===== src/rtl/dpr_regs.vh =====
// Register map constants for the converter power and identity register bank.
// Assumes byte-wide registers on a 12-bit serial register port address.
`ifndef DPR_REGS_VH
`define DPR_REGS_VH
`define DPR_ADDR_PROD_ID_LOW 12'h004
`define DPR_ADDR_PROD_ID_HIGH 12'h005
`define DPR_ADDR_GRADE_REV 12'h006
`define DPR_ADDR_LINK_PAGE 12'h008
`define DPR_ADDR_POWER_CTRL 12'h011
`define DPR_ADDR_TX_MASK 12'h012
`define DPR_RST_LINK_PAGE 2'h3
`define DPR_RST_POWER_CTRL 5'h1f
`define DPR_RST_TX_MASK 2'h0
`define DPR_BIT_REF_PD 7
`define DPR_RST_REF_PD 1'h1
`define DPR_RST_CHAN_PD 4'hf
`define DPR_RST_RD_DATA 8'h00
`define DPR_BIT_PAGE_HI 1
`define DPR_BIT_PAGE_LO 0
`define DPR_BIT_CH0_PD 6
`define DPR_BIT_CH1_PD 5
`define DPR_BIT_CH2_PD 4
`define DPR_BIT_CH3_PD 3
`define DPR_SYNC_STAGES 3
`define DPR_BIT_PAIR23_MASK 7
`define DPR_BIT_PAIR01_MASK 6
`endif


===== src/rtl/dpr_power_id_regs.v =====
// Power-down and identity register bank of a four-channel converter.
// Assumes the serial port front end presents decoded byte writes and reads
// in the i_clk_sys domain; the transmit-enable pins are asynchronous.
// Notes on behaviour
// RULE1: Two-bit link page select; 1 first link, 2 second, resets to 3.
// RULE2: Power bit 7 powers down reference regardless of masking; resets 1.
// RULE3: Power bit 6 set powers down channel 0, overriding masked control.
// RULE4: Power bit 5 set powers down channel 1, overriding masked control.
// RULE5: Power bit 4 set powers down channel 2, overriding masked control.
// RULE6: Power bit 3 set powers down channel 3, overriding masked control.
// RULE7: Channel bit 0 enables channel; all channel bits reset to 1.
// RULE8: Mask bit 7 with transmit pin 1 low powers down channels 2, 3.
// RULE9: Mask bit 6 with transmit pin 0 low powers down channels 0, 1.
// RULE10: Mask bit clear ignores its transmit pin; individual bits rule.
// RULE11: Reserved bits read zero and writes to them do nothing.
`include "dpr_regs.vh"

module dpr_power_id_regs #(
    parameter [7:0] PRODUCT_ID_LOW = 8'h00,  // Arbitrary neutral value.
    parameter [7:0] PRODUCT_ID_HIGH = 8'h00, // Arbitrary neutral value.
    parameter [3:0] PRODUCT_GRADE = 4'h0,    // Arbitrary neutral value.
    parameter [3:0] SILICON_REVISION = 4'h0  // Arbitrary neutral value.
) (
    // Clock and reset
    input wire i_clk_sys,
    input wire i_resetn,
    // Register port
    input wire [11:0] i_addr,
    input wire i_wr_en,
    input wire [7:0] i_wr_data,
    input wire i_rd_en,
    output reg [7:0] o_rd_data,
    // Transmit-enable pins
    input wire i_transmit_enable_pin_0,
    input wire i_transmit_enable_pin_1,
    // Power-down controls and page select
    output reg [1:0] o_link_page_select,
    output reg o_reference_powerdown,
    output reg [3:0] o_channel_powerdown
);

    // Widths of the stored parts of each register and of the pin filter.
    localparam PAGE_W = 2;
    localparam PWR_W = 5;
    localparam MASK_W = 2;
    localparam CHANNELS = 4;
    localparam PAIRS = 2;
    localparam PINS = 2;
    localparam SYNC_STAGES = `DPR_SYNC_STAGES;

    // Stored fields; the power field keeps the reference in bit 4 and
    // channels 0 to 3 in bits 3 down to 0. Mask bit 1 gates pair 2/3.
    reg [PAGE_W-1:0] link_page_reg;
    reg [PAGE_W-1:0] link_page_next;
    reg [PWR_W-1:0] power_ctrl_reg;
    reg [PWR_W-1:0] power_ctrl_next;
    reg [MASK_W-1:0] tx_mask_reg;
    reg [MASK_W-1:0] tx_mask_next;

    // Decoded write strobes and read data.
    reg wr_page;
    reg wr_power;
    reg wr_mask;
    reg [7:0] rd_next;

    // Filtered pin levels, pair gates and per-channel power-down.
    wire [PINS-1:0] pin_raw;
    wire [PINS-1:0] pin_level;
    wire [PAIRS-1:0] pair_gate;
    wire [CHANNELS-1:0] chan_pd_next;

    // Write decode; a write to any other address changes nothing.
    always @* begin
        wr_page = 1'b0;
        wr_power = 1'b0;
        wr_mask = 1'b0;
        if (i_wr_en) begin
            if (i_addr == `DPR_ADDR_LINK_PAGE) begin
                wr_page = 1'b1;
            end else if (i_addr == `DPR_ADDR_POWER_CTRL) begin
                wr_power = 1'b1;
            end else if (i_addr == `DPR_ADDR_TX_MASK) begin
                wr_mask = 1'b1;
            end
        end
    end

    // Next values; only defined bits are taken from the write data.
    always @* begin
        link_page_next = link_page_reg;
        power_ctrl_next = power_ctrl_reg;
        tx_mask_next = tx_mask_reg;
        if (wr_page) begin
            link_page_next = i_wr_data[`DPR_BIT_PAGE_HI:
                                       `DPR_BIT_PAGE_LO]; // RULE1 RULE11
        end
        if (wr_power) begin
            power_ctrl_next = i_wr_data[`DPR_BIT_REF_PD:
                                        `DPR_BIT_CH3_PD]; // RULE11
        end
        if (wr_mask) begin
            tx_mask_next = i_wr_data[`DPR_BIT_PAIR23_MASK:
                                     `DPR_BIT_PAIR01_MASK]; // RULE11
        end
    end

    // Page pointer; value 0 is stored although it selects no link.
    always @(posedge i_clk_sys or negedge i_resetn) begin
        if (!i_resetn) begin
            link_page_reg <= `DPR_RST_LINK_PAGE; // RULE1
        end else begin
            link_page_reg <= link_page_next;
        end
    end

    // Power field; the reference and every channel start powered down.
    always @(posedge i_clk_sys or negedge i_resetn) begin
        if (!i_resetn) begin
            power_ctrl_reg <= `DPR_RST_POWER_CTRL; // RULE2 RULE7
        end else begin
            power_ctrl_reg <= power_ctrl_next;
        end
    end

    // Pair masks start clear, so the pins are ignored after reset.
    always @(posedge i_clk_sys or negedge i_resetn) begin
        if (!i_resetn) begin
            tx_mask_reg <= `DPR_RST_TX_MASK; // RULE10
        end else begin
            tx_mask_reg <= tx_mask_next;
        end
    end

    // Pins cross from outside the clock domain through three stages; a
    // level counts once the last two agree, which also rejects glitches.
    assign pin_raw = {i_transmit_enable_pin_1, i_transmit_enable_pin_0};

    genvar pn;
    generate
        for (pn = 0; pn < PINS; pn = pn + 1) begin : g_pin
            reg [SYNC_STAGES-1:0] sync_reg;
            reg level_reg;
            always @(posedge i_clk_sys or negedge i_resetn) begin
                if (!i_resetn) begin
                    sync_reg <= {SYNC_STAGES{1'b0}};
                    level_reg <= 1'b0;
                end else begin
                    sync_reg <= {sync_reg[SYNC_STAGES-2:0], pin_raw[pn]};
                    if (sync_reg[SYNC_STAGES-2] == sync_reg[SYNC_STAGES-1]) begin
                        level_reg <= sync_reg[SYNC_STAGES-1];
                    end
                end
            end
            assign pin_level[pn] = level_reg;
        end
    endgenerate

    // A pair is gated only while its mask is set and its pin is low.
    genvar pr;
    generate
        for (pr = 0; pr < PAIRS; pr = pr + 1) begin : g_pair
            assign pair_gate[pr] = tx_mask_reg[pr]
                                   & ~pin_level[pr]; // RULE8 RULE9 RULE10
        end
    endgenerate

    // Channel bits are OR-ed with the pair gate, so a set bit always wins;
    // channel 0 sits in the highest stored channel bit.
    genvar ch;
    generate
        for (ch = 0; ch < CHANNELS; ch = ch + 1) begin : g_chan
            assign chan_pd_next[ch] = power_ctrl_reg[CHANNELS-1-ch] // RULE5 RULE6
                                      | pair_gate[ch/2]; // RULE3 RULE4
        end
    endgenerate

    // Read mux; unmapped addresses and reserved bits read zero.
    always @* begin
        rd_next = 8'h00;
        if (i_addr == `DPR_ADDR_PROD_ID_LOW) begin
            rd_next = PRODUCT_ID_LOW;
        end else if (i_addr == `DPR_ADDR_PROD_ID_HIGH) begin
            rd_next = PRODUCT_ID_HIGH;
        end else if (i_addr == `DPR_ADDR_GRADE_REV) begin
            rd_next = {PRODUCT_GRADE, SILICON_REVISION};
        end else if (i_addr == `DPR_ADDR_LINK_PAGE) begin
            rd_next = {6'h00, link_page_reg}; // RULE11
        end else if (i_addr == `DPR_ADDR_POWER_CTRL) begin
            rd_next = {power_ctrl_reg, 3'h0}; // RULE11
        end else if (i_addr == `DPR_ADDR_TX_MASK) begin
            rd_next = {tx_mask_reg, 6'h00}; // RULE11
        end
    end

    // Read data is registered and holds until the next read strobe.
    always @(posedge i_clk_sys or negedge i_resetn) begin
        if (!i_resetn) begin
            o_rd_data <= `DPR_RST_RD_DATA;
        end else if (i_rd_en) begin
            o_rd_data <= rd_next;
        end
    end

    // The page output trails the stored field by one edge.
    always @(posedge i_clk_sys or negedge i_resetn) begin
        if (!i_resetn) begin
            o_link_page_select <= `DPR_RST_LINK_PAGE;
        end else begin
            o_link_page_select <= link_page_reg; // RULE1
        end
    end

    // The reference never looks at the pins or the pair masks.
    always @(posedge i_clk_sys or negedge i_resetn) begin
        if (!i_resetn) begin
            o_reference_powerdown <= `DPR_RST_REF_PD;
        end else begin
            o_reference_powerdown <= power_ctrl_reg[PWR_W-1]; // RULE2
        end
    end

    // Channel outputs are registered so the pins cannot glitch them.
    always @(posedge i_clk_sys or negedge i_resetn) begin
        if (!i_resetn) begin
            o_channel_powerdown <= `DPR_RST_CHAN_PD;
        end else begin
            o_channel_powerdown <= chan_pd_next; // RULE7
        end
    end

endmodule // dpr_power_id_regs


===== config.mk =====
export PLATFORM = sky130hd
export DESIGN_NAME = dpr_power_id_regs
export DESIGN_NICKNAME = d
export VERILOG_FILES = /design/src/rtl/dpr_power_id_regs.v
export VERILOG_INCLUDE_DIRS = /design/src /design/src/rtl
export SDC_FILE = /design/constraint.sdc
export NUM_CORES = 1
export LEC_CHECK = 0
export ABC_AREA = 1
export BUFFER_PORTS_ARGS = -buffer_cell sky130_fd_sc_hd__buf_4
export CORE_UTILIZATION = 40
export CTS_CLUSTER_DIAMETER = 150
export CTS_CLUSTER_SIZE = 8
export DETAILED_ROUTE_END_ITERATION = 7
export HOLD_SLACK_MARGIN = 0.02
export PLACE_DENSITY_LB_ADDON = 0.3
export SYNTH_ARGS = -nofsm -noshare
export SYNTH_HDL_FRONTEND = slang
export SYNTH_SLANG_ARGS = --single-unit

===== constraint.sdc =====
create_clock -name i_clk_sys -period 0.92 [get_ports i_clk_sys]
set_clock_uncertainty 0.1 [all_clocks]
set_input_delay 0.184 -clock i_clk_sys [delete_from_list [all_inputs] [get_ports i_clk_sys]]
set_output_delay 0.184 -clock i_clk_sys [all_outputs]
set_load 0.03 [all_outputs]

==> impl_metrics.yaml, run 1 <==
run_status:
  status: "finished with violations"
  failed_checks: "setup timing"
finish:
  area_growth_pct: 57.1
  drive_gt1_share_pct: 48.0
  antenna_cells: 0
  num-fill-cells: 238
  largest_register_ffs: 7
  layout.nets: 221
  final_area_mm2: 0.00199
clocking:
  cts.path.max_buffers: 2
  clk_pin_slew_ns: 0.10
  cts-root-buf: "clkbuf_4"
  clk_latency_ns: 0.33
  h-tree-depth: 2
  cts_made_buffers: 5
  cts.sinks: 31
  tritoncts: "built"
setup_path:
  critPathTopFamily: "flip-flops"
  start_kind: "register"
  arrival_ns: 1.00
  r2r_setup_slack_ns: -0.05
  timing.rr.end: "o_rd_data[6]"
  critPathKind: "reg2out"
  crit_path_end_kind: "output port"
  worstPathCellList: "buf_6"
  r2r_cells: 4
  rr_startpoint: "power_ctrl_reg[3]"
  worst-path-buf-inv: 1
  slowest_delay_ns: 0.54
  cpMaxStageDelayCell: "dfstp_2"
  crit_required_ns: 0.64
  critPathMaxFanout: 1
power:
  p_clk_share_pct: 39.8
  p_per_area_mw_per_mm2: 1400
  seqPwrFrac_pct: 50.5
  p_switching_uw: 606
  combPwrFrac_pct: 9.7
  leakage_uw: 0.000997
  ir_drop_mv: 0.919
  swShare_pct: 21.8
  p_int_uw: 2180
synth:
  post_synth_main_area_contributors: "dfrtp_1 (34%), dfstp_2 (29%), nand2_1 (13%), nand3_1 (3.9%), inv_1 (3.3%)"
  ys_async_sr_fraction_pct: 100
  ys_warn_count: 0
  synth_ff_type: "dfrtp_1"
  synth_edf_count: 0
  ys_seq_area_share_pct: 62.5
  synth_common_cells: "nand2_1 (44), dfrtp_1 (17), dfstp_2 (14)"
  avgSynthCellArea_um2: 9.68
  netlist_area_mm2: 0.00127
  syn_nets: 157
  synth_cell_type_count: 21
  postSynthCellCount: 131
  synth.top_cell.area_share_pct: 33.5
  synth.most_common_cell: "nand2_1"
  yosys.area.top_type: "dfrtp_1"
  ys_ff_latch: 31
global_routing:
  grt_pass1_vias: 1128
  grt_max_degree: 32
  overflow: 0
  grt_usage_pct: 19.8
  antenna_found_initial: 0
  grt_pass1_wl_um: 4840
worst_hold_path:
  min_from: "i_rd_en"
  hold_path_depth: 3
  whs_endpoint: "o_rd_data[3]"
  hp-class: "in2reg"
die:
  die_w_um: 58.3
  die_y_um: 58.3
  start_util_pct: 41.9
  die_area_mm2: 0.00340
  core-area_mm2: 0.00303
  row_count: 20
  ioPinCount: 41
placed_design:
  hpwl_um: 2070
  portBuffers: 38
  dpl-instance-area_mm2: 0.00167
  place_congestion: 0.884
sta:
  layout_setup_ws_ns: -0.359
  rsz0062_at_grt: "yes"
  hold_ws_ns: 0.0460
  final_max_slew_viol_count: 0
  fin_crit_ns: 1.28
  finalSetupViolations: 18
  period_share_pct: 139
  hold_viol: 0
  fmax_mhz: 782
detailed_routing:
  route.vias.total: 1085
  ant_nets: 0
  first_pass_iters: 4
  dr.first_iter.drc_count: 12
  routed_via_density: 4.52
  wl_per_cell_um: 12.1
  drc: 0
  routed_wl_um: 2900
flow_run:
  drv_cap: 0
-- how the worst max path moves through the flow --
stage / slack [ns] / to / start / cells past startpoint
2_1_floorplan: -0.05 / power_ctrl_reg[4] / i_addr[6] / 6
5_1_grt: -0.40 / o_channel_powerdown[2] / o_channel_powerdown[2] / 1
3_3_place_gp: -0.26 / power_ctrl_reg[0] / i_addr[6] / 7
4_1_cts: -0.38 / o_channel_powerdown[2] / o_channel_powerdown[2] / 1
6_report: -0.36 / o_link_page_select[0] / o_link_page_select[0] / 1
3_5_place_dp: -0.32 / power_ctrl_reg[4] / i_addr[6] / 7
-- power groups by stage --
stage               clock (uW)  sequential, uW  combinational, uW
finish                    1110            1410                269
global route              1200            1410                295
CTS                       1130            1410                267
detailed placement           0            1430                224
global placement             0            1430                215
floorplan                    0            1430               71.0
-- cells by family after synthesis --
group / share of synthesized area (%)
DFF: 62.5
and+or+nand+nor: 27.6
buffers and inverters: 4.83
AOI/OAI and AO/OA: 3.16
other: 0.296
adders and majority gates: 1.58
-- routing by layer --
metal  wire, um  track usage, %
met5          0               0
met2       1450            33.3
met1       1230            22.4
met4         72            8.50
met3        147            7.69
-- what timing repair did --
| action | in CTS | in global routing |
|---|---|---|
| pin swaps | 3 | 4 |
| resized for setup | 17 | 7 |
| hold buffers | 12 | 0 |
| setup buffers | 2 | 2 |
| endpoints found under the setup margin | 18 | 24 |
| endpoints found under the hold margin | 43 | 0 |
-- placed cells by master (no fill, tap or decap), types with 3 or more instances in the layout --
cell	n
nand2_1	40
clkbuf_4	5
nand2_2	6
nor2_1	4
dfrtp_1	17
inv_1	9
dfstp_2	14
dlygate4sd3_1	12
nor2_2	3
nand3_1	7
buf_4	31
o21bai_1	4
inv_2	3
buf_6	16
nor2_4	5
nand3_2	3
-- area by class of cell --
type	instances	area (um2)	area share, %
multi-input cells	85	477	23.9
inverters	13	48.8	2.45
clock buffers	6	51.3	2.57
well taps	44	55.1	2.76
repair buffers	59	533	26.7
clock inverters	2	35.0	1.76
flip-flops and latches	31	793	39.8
-- through the flow --
step	setup WS [ns]	power, uW	setup TNS [ns]	utilization, %	std cells
2_1_floorplan	-0.0490	1500	-0.285	-	131
3_3_place_gp	-0.262	1640	-3.36	55.0	216
3_5_place_dp	-0.320	1650	-4.05	55.0	216
4_1_cts	-0.378	2810	-4.53	64.4	238
5_1_grt	-0.400	2900	-5.08	65.8	240
6_report	-0.359	2790	-4.37	65.8	240
No activity file was read; power rests on OpenSTA's default activity.
==> inputs of run 2 (changes only) <==
--- a/config.mk
+++ b/config.mk
@@ -8,6 +8,7 @@
 export LEC_CHECK = 0
 export ABC_AREA = 1
 export BUFFER_PORTS_ARGS = -buffer_cell sky130_fd_sc_hd__buf_4
+export CORE_ASPECT_RATIO = 1.2
 export CORE_UTILIZATION = 40
 export CTS_CLUSTER_DIAMETER = 150
 export CTS_CLUSTER_SIZE = 8
==> run 2 against run 1 <==
  * The run ends with DRC, setup timing left
  * Via count rose by 2.8%
  * Count of clock-buffer cells in the layout did not move
  * Global-route usage fell by 0.23 points
  * Die area barely moved
  * Cell count fell by 1.7%
  * Sequential share of layout area barely moved
  * Sequential power barely moved
  * Routed wire length fell by 1.7%
  * Setup slack improved by 0.0023 ns
  * Total power fell by 0.32%
  * First-iteration DRC count fell by 8.3%
  * Worst hold slack improved by 0.0027 ns
  * Largest power group unchanged
==> impl_metrics.yaml, run 2 (same netlist as run 1, synthesis figures left out) <==
detailed_routing:
  dr.first_iter.drc_count: 11
  routed_wl_um: 2850
  wl_met2_um: 1540
  wl_per_cell_um: 12.1
  route.vias.total: 1115
  highest_layer: "met4"
  wl_met3_um: 129
  wl_met1_um: 1120
  ant_nets: 0
  routed_via_density: 4.72
  drc: 1
  first_pass_iters: 8
die:
  die_y_um: 63.7
  ioPinCount: 41
  die_area_mm2: 0.00340
  die_w_um: 53.4
  core-area_mm2: 0.00303
  start_util_pct: 41.9
  row_count: 22
placed_design:
  place_congestion: 0.810
  hpwl_um: 1980
  portBuffers: 38
  place_ws_ns: -0.284
  dp_cells: 210
power:
  leakage_uw: 0.00102
  p_switching_uw: 601
  p_int_uw: 2180
  power_uw: 2780
  seqPwrFrac_pct: 50.6
  swShare_pct: 21.6
  combPwrFrac_pct: 9.4
  p_per_area_mw_per_mm2: 1400
  p_clk_share_pct: 40.0
  ir_drop_mv: 1.08
setup_path:
  arrival_ns: 0.99
  crit_path_end_kind: "output port"
  start_kind: "register"
  critPathTopFamily: "flip-flops"
  crit_required_ns: 0.64
  r2r_setup_slack_ns: -0.05
  slowest_delay_ns: 0.55
  cpMaxStageDelayCell: "dfstp_2"
  crit_cells: 1
  critPathKind: "reg2out"
  critPathMaxFanout: 1
  r2r_cells: 4
  worstPathCellList: "buf_6"
  worst-path-buf-inv: 1
global_routing:
  grt_pass1_vias: 1109
  antenna_found_initial: 0
  overflow: 0
  grt_usage_pct: 19.5
  grt_pass1_wl_um: 4630
  grt_max_degree: 32
sta:
  fmax_mhz: 783
  fin_crit_ns: 1.28
  layout_setup_ws_ns: -0.357
  finalSetupViolations: 16
  hold_viol: 0
  final_max_slew_viol_count: 0
  period_share_pct: 139
  rsz0062_at_grt: "yes"
worst_hold_path:
  hold_path_depth: 3
  hp-class: "in2reg"
flow_run:
  drv_cap: 0
run_status:
  failed_checks: "DRC, setup timing"
  status: "finished with violations"
clocking:
  clk_pin_slew_ns: 0.10
  cts-root-buf: "clkbuf_4"
  cts_made_buffers: 5
  clk_latency_ns: 0.33
  h-tree-depth: 2
  cts.path.max_buffers: 2
  cts.sinks: 31
  tritoncts: "built"
finish:
  most-common-layout-cells: "nand2_1 (42), buf_4 (36), dfrtp_1 (17)"
  largest_register_ffs: 7
  layout.nets: 225
  final_common_cell: "nand2_1"
  antenna_cells: 0
  drive_gt1_share_pct: 47.5
  area_growth_pct: 56.9
  instances_no_fill: 236
==> run 2: cell count changes in the layout (fill, tap and decap cells not counted), sizes merged <==
| cell | before | now |
|---|---|---|
| dlygate4sd3 | 12 | 11 |
| buf | 47 | 52 |
==> run 2: area by class of cell <==
class / count / area, um2
clock buffer: 6 / 51.3
tap: 36 / 45.0
multi-input combinational: 85 / 457
clock inverter: 2 / 35.0
inverter: 13 / 48.8
timing repair buffer: 63 / 561
fill: 256 / 1040
sequential: 31 / 793
==> run 2: repair_timing <==
item / 4_1_cts / 5_1_grt
pin swaps: 3 / 6
setup buffers: 3 / 4
hold endpoints to repair: 43 / 0
hold buffers: 11 / 0
endpoints found under the setup margin: 19 / 27
gates resized for setup: 15 / 4
==> run 2: worst paths after layout <==
kind / start / end
max: o_channel_powerdown[3] / o_channel_powerdown[3]
min: i_rd_en / o_rd_data[7]
max reg2reg: power_ctrl_reg[4] / o_rd_data[7]
min reg2reg: g_pin[0].sync_reg[0] / g_pin[0].sync_reg[1]
max in group asynchronous: i_resetn / o_channel_powerdown[2]
min in group asynchronous: i_resetn / o_rd_data[5]
==> run 2: power by group through the flow <==
stage               clock, uW  sequential, uW  combinational, uW
CTS                      1120            1410                263
global route             1200            1410                288
finish                   1110            1410                261
detailed placement          0            1430                223
global placement            0            1430                216
floorplan                   0            1430               71.0
==> run 2: routing by layer <==
metal | global-route usage, % | up-vias
met5 | 0 | -
met4 | 11.8 | 0
met3 | 4.35 | 6
met2 | 33.3 | 34
met1 | 20.9 | 533
li1 | - | 542
==> run 2: through the flow <==
stage                     TNS, ns  hold slack [ns]  utilization (%)  area [um2]
after detailed placement    -3.84           0.0298             55.2        1670
after global routing        -4.93           0.0374             65.7        1990
after CTS                   -4.29           0.0300             64.3        1950
final                       -4.15           0.0487             65.7        1990
after global placement      -3.44           0.0203             55.2        1670
after floorplan            -0.285           -0.212                -        1300
==> inputs of run 3 (changes only) <==
==> constraint.sdc (replaced) <==
create_clock -name i_clk_sys -period 1.1 [get_ports i_clk_sys]
set_clock_uncertainty 0.1 [all_clocks]
set_input_delay 0.22 -clock i_clk_sys [delete_from_list [all_inputs] [get_ports i_clk_sys]]
set_output_delay 0.22 -clock i_clk_sys [all_outputs]
set_load 0.03 [all_outputs]
==> run 3 against run 2 <==
  * The flow finishes with violations (setup timing)
  * First-iteration DRC count rose by 82%
  * Non-clock buffer count decreased by 9
  * Sequential share of layout area increased by 2.6 points
  * Critical path depth stayed put
  * Via count fell by 4.7%
  * Register-to-register slack improved by 0.17 ns
  * Flip-flop and latch count did not move
  * Clock power decreased by 17%
  * Global-route usage grew 0.16 points
  * Sequential power shrank 16%
  * Routed wire length shrank 8.1%
  * Final area is 6.0% lower
==> impl_metrics.yaml, run 3 (same netlist as run 1, synthesis figures left out) <==
setup_path:
  critPathTopFamily: "flip-flops"
  worstPathCellList: "buf_6"
  crit_path_end_kind: "output port"
  arrival_ns: 0.99
  rr_startpoint: "g_pin[1].level_reg"
  timing.rr.end: "g_pin[1].level_reg"
  r2r_setup_slack_ns: 0.12
  critPathMaxFanout: 1
  cpMaxStageDelayCell: "dfstp_2"
  crit_required_ns: 0.78
  slowest_delay_ns: 0.54
  worst-path-buf-inv: 1
  critPathKind: "reg2out"
  start_kind: "register"
  r2r_cells: 1
placed_design:
  dpl-instance-area_mm2: 0.00160
  hpwl_um: 1840
  portBuffers: 38
  place_congestion: 0.749
global_routing:
  grt_pass1_wl_um: 4600
  grt_usage_pct: 19.7
  grt_max_degree: 32
  grt.met3_usage_pct: 7.97
  busiest_layer: "met2"
  overflow: 0
  grt_pass1_vias: 1101
  met2_usage_pct: 28.9
  use_met1_pct: 22.4
  antenna_found_initial: 0
power:
  p_per_area_mw_per_mm2: 1220
  ir_drop_mv: 1.14
  leakage_uw: 0.000953
sta:
  period_share_pct: 119
  rsz0062_at_grt: "yes"
  hold_viol: 0
  final_max_slew_viol_count: 0
  layout_setup_ws_ns: -0.209
  tns_ns: -2.06
  fmax_mhz: 764
  fin_crit_ns: 1.31
  finalSetupViolations: 14
finish:
  area_growth_pct: 47.4
  layout.nets: 216
  final_area_mm2: 0.00187
  most-common-layout-cells: "nand2_1 (44), buf_4 (30), dfrtp_1 (17)"
  drive_gt1_share_pct: 40.8
  largest_register_ffs: 7
  final_common_cell: "nand2_1"
  antenna_cells: 0
detailed_routing:
  wl_per_cell_um: 11.5
  drc: 0
  route.vias.total: 1063
  first_pass_iters: 4
  routed_via_density: 4.68
  ant_nets: 0
  routed_wl_um: 2620
  dr.first_iter.drc_count: 20
clocking:
  cts.sinks: 31
  h-tree-depth: 2
  cts.path.max_buffers: 2
  cts_made_buffers: 5
  clk_latency_ns: 0.33
  cts-root-buf: "clkbuf_4"
  tritoncts: "built"
  clk_pin_slew_ns: 0.09
run_status:
  status: "finished with violations"
  failed_checks: "setup timing"
die:
  row_count: 22
  die_y_um: 63.7
  core-area_mm2: 0.00303
  start_util_pct: 41.9
  die_area_mm2: 0.00340
  die_w_um: 53.4
  ioPinCount: 41
worst_hold_path:
  hold_path_depth: 3
  min_from: "i_rd_en"
  whs_endpoint: "o_rd_data[6]"
  hp-class: "in2reg"
flow_run:
  drv_cap: 0
[run 3: changes by cell type in the layout (fill, tap and decap cells not counted), sizes merged]
| cell | delta |
|---|---|
| buf | -8 |
| dlygate4sd3 | -1 |
[run 3: how the worst max path moves through the flow]
stage | from | to | slack, ns | depth (start not counted)
6_report | o_link_page_select[1] | o_link_page_select[1] | -0.21 | 1
5_1_grt | o_channel_powerdown[2] | o_channel_powerdown[2] | -0.26 | 1
4_1_cts | o_link_page_select[1] | o_link_page_select[1] | -0.23 | 1
3_5_place_dp | i_addr[11] | power_ctrl_reg[4] | -0.17 | 7
3_3_place_gp | i_addr[11] | power_ctrl_reg[3] | -0.13 | 7
2_1_floorplan | i_addr[11] | power_ctrl_reg[0] | 0.06 | 6
[run 3: layout make-up]
type | instances | area, um2
fill | 268 | 1160
clock inverter | 2 | 35.0
inverter | 13 | 48.8
multi-input combinational | 85 | 414
sequential | 31 | 793
clock buffer | 6 | 51.3
timing repair buffer | 54 | 483
tap | 36 | 45.0
[run 3: repair_timing]
item,CTS,global route
setup endpoints to repair,14,14
endpoints found under the hold margin,42,0
buffers inserted,3,1
gates resized for setup,14,0
hold buffers,10,0
[run 3: where the power goes]
group | switching (uW) | internal (uW) | leakage, uW
logic | 86.3 | 100 | 0.000541
clock network | 384 | 537 | 0.0000482
registers | 12.8 | 1170 | 0.000363
total | 484 | 1800 | 0.000953
[run 3: through the flow]
| stage | hold WS [ns] | worst slack, ns | utilization (%) | std cells | total power (uW) |
|---|---|---|---|---|---|
| global placement | 0.0538 | -0.133 | 52.9 | 205 | 1350 |
| CTS | 0.0348 | -0.233 | 61.5 | 226 | 2320 |
| detailed placement | 0.0660 | -0.174 | 52.9 | 205 | 1360 |
| finish | 0.0491 | -0.209 | 61.8 | 227 | 2290 |
| global route | 0.0384 | -0.261 | 61.8 | 227 | 2410 |
| floorplan | -0.176 | 0.0649 | - | 131 | 1250 |
[run 3: routing by layer]
layer / vias to the layer above / wire [um]
met5: - / 0
met3: 13 / 116
met2: 33 / 1340
li1: 525 / -
met1: 492 / 1040
met4: 0 / 121
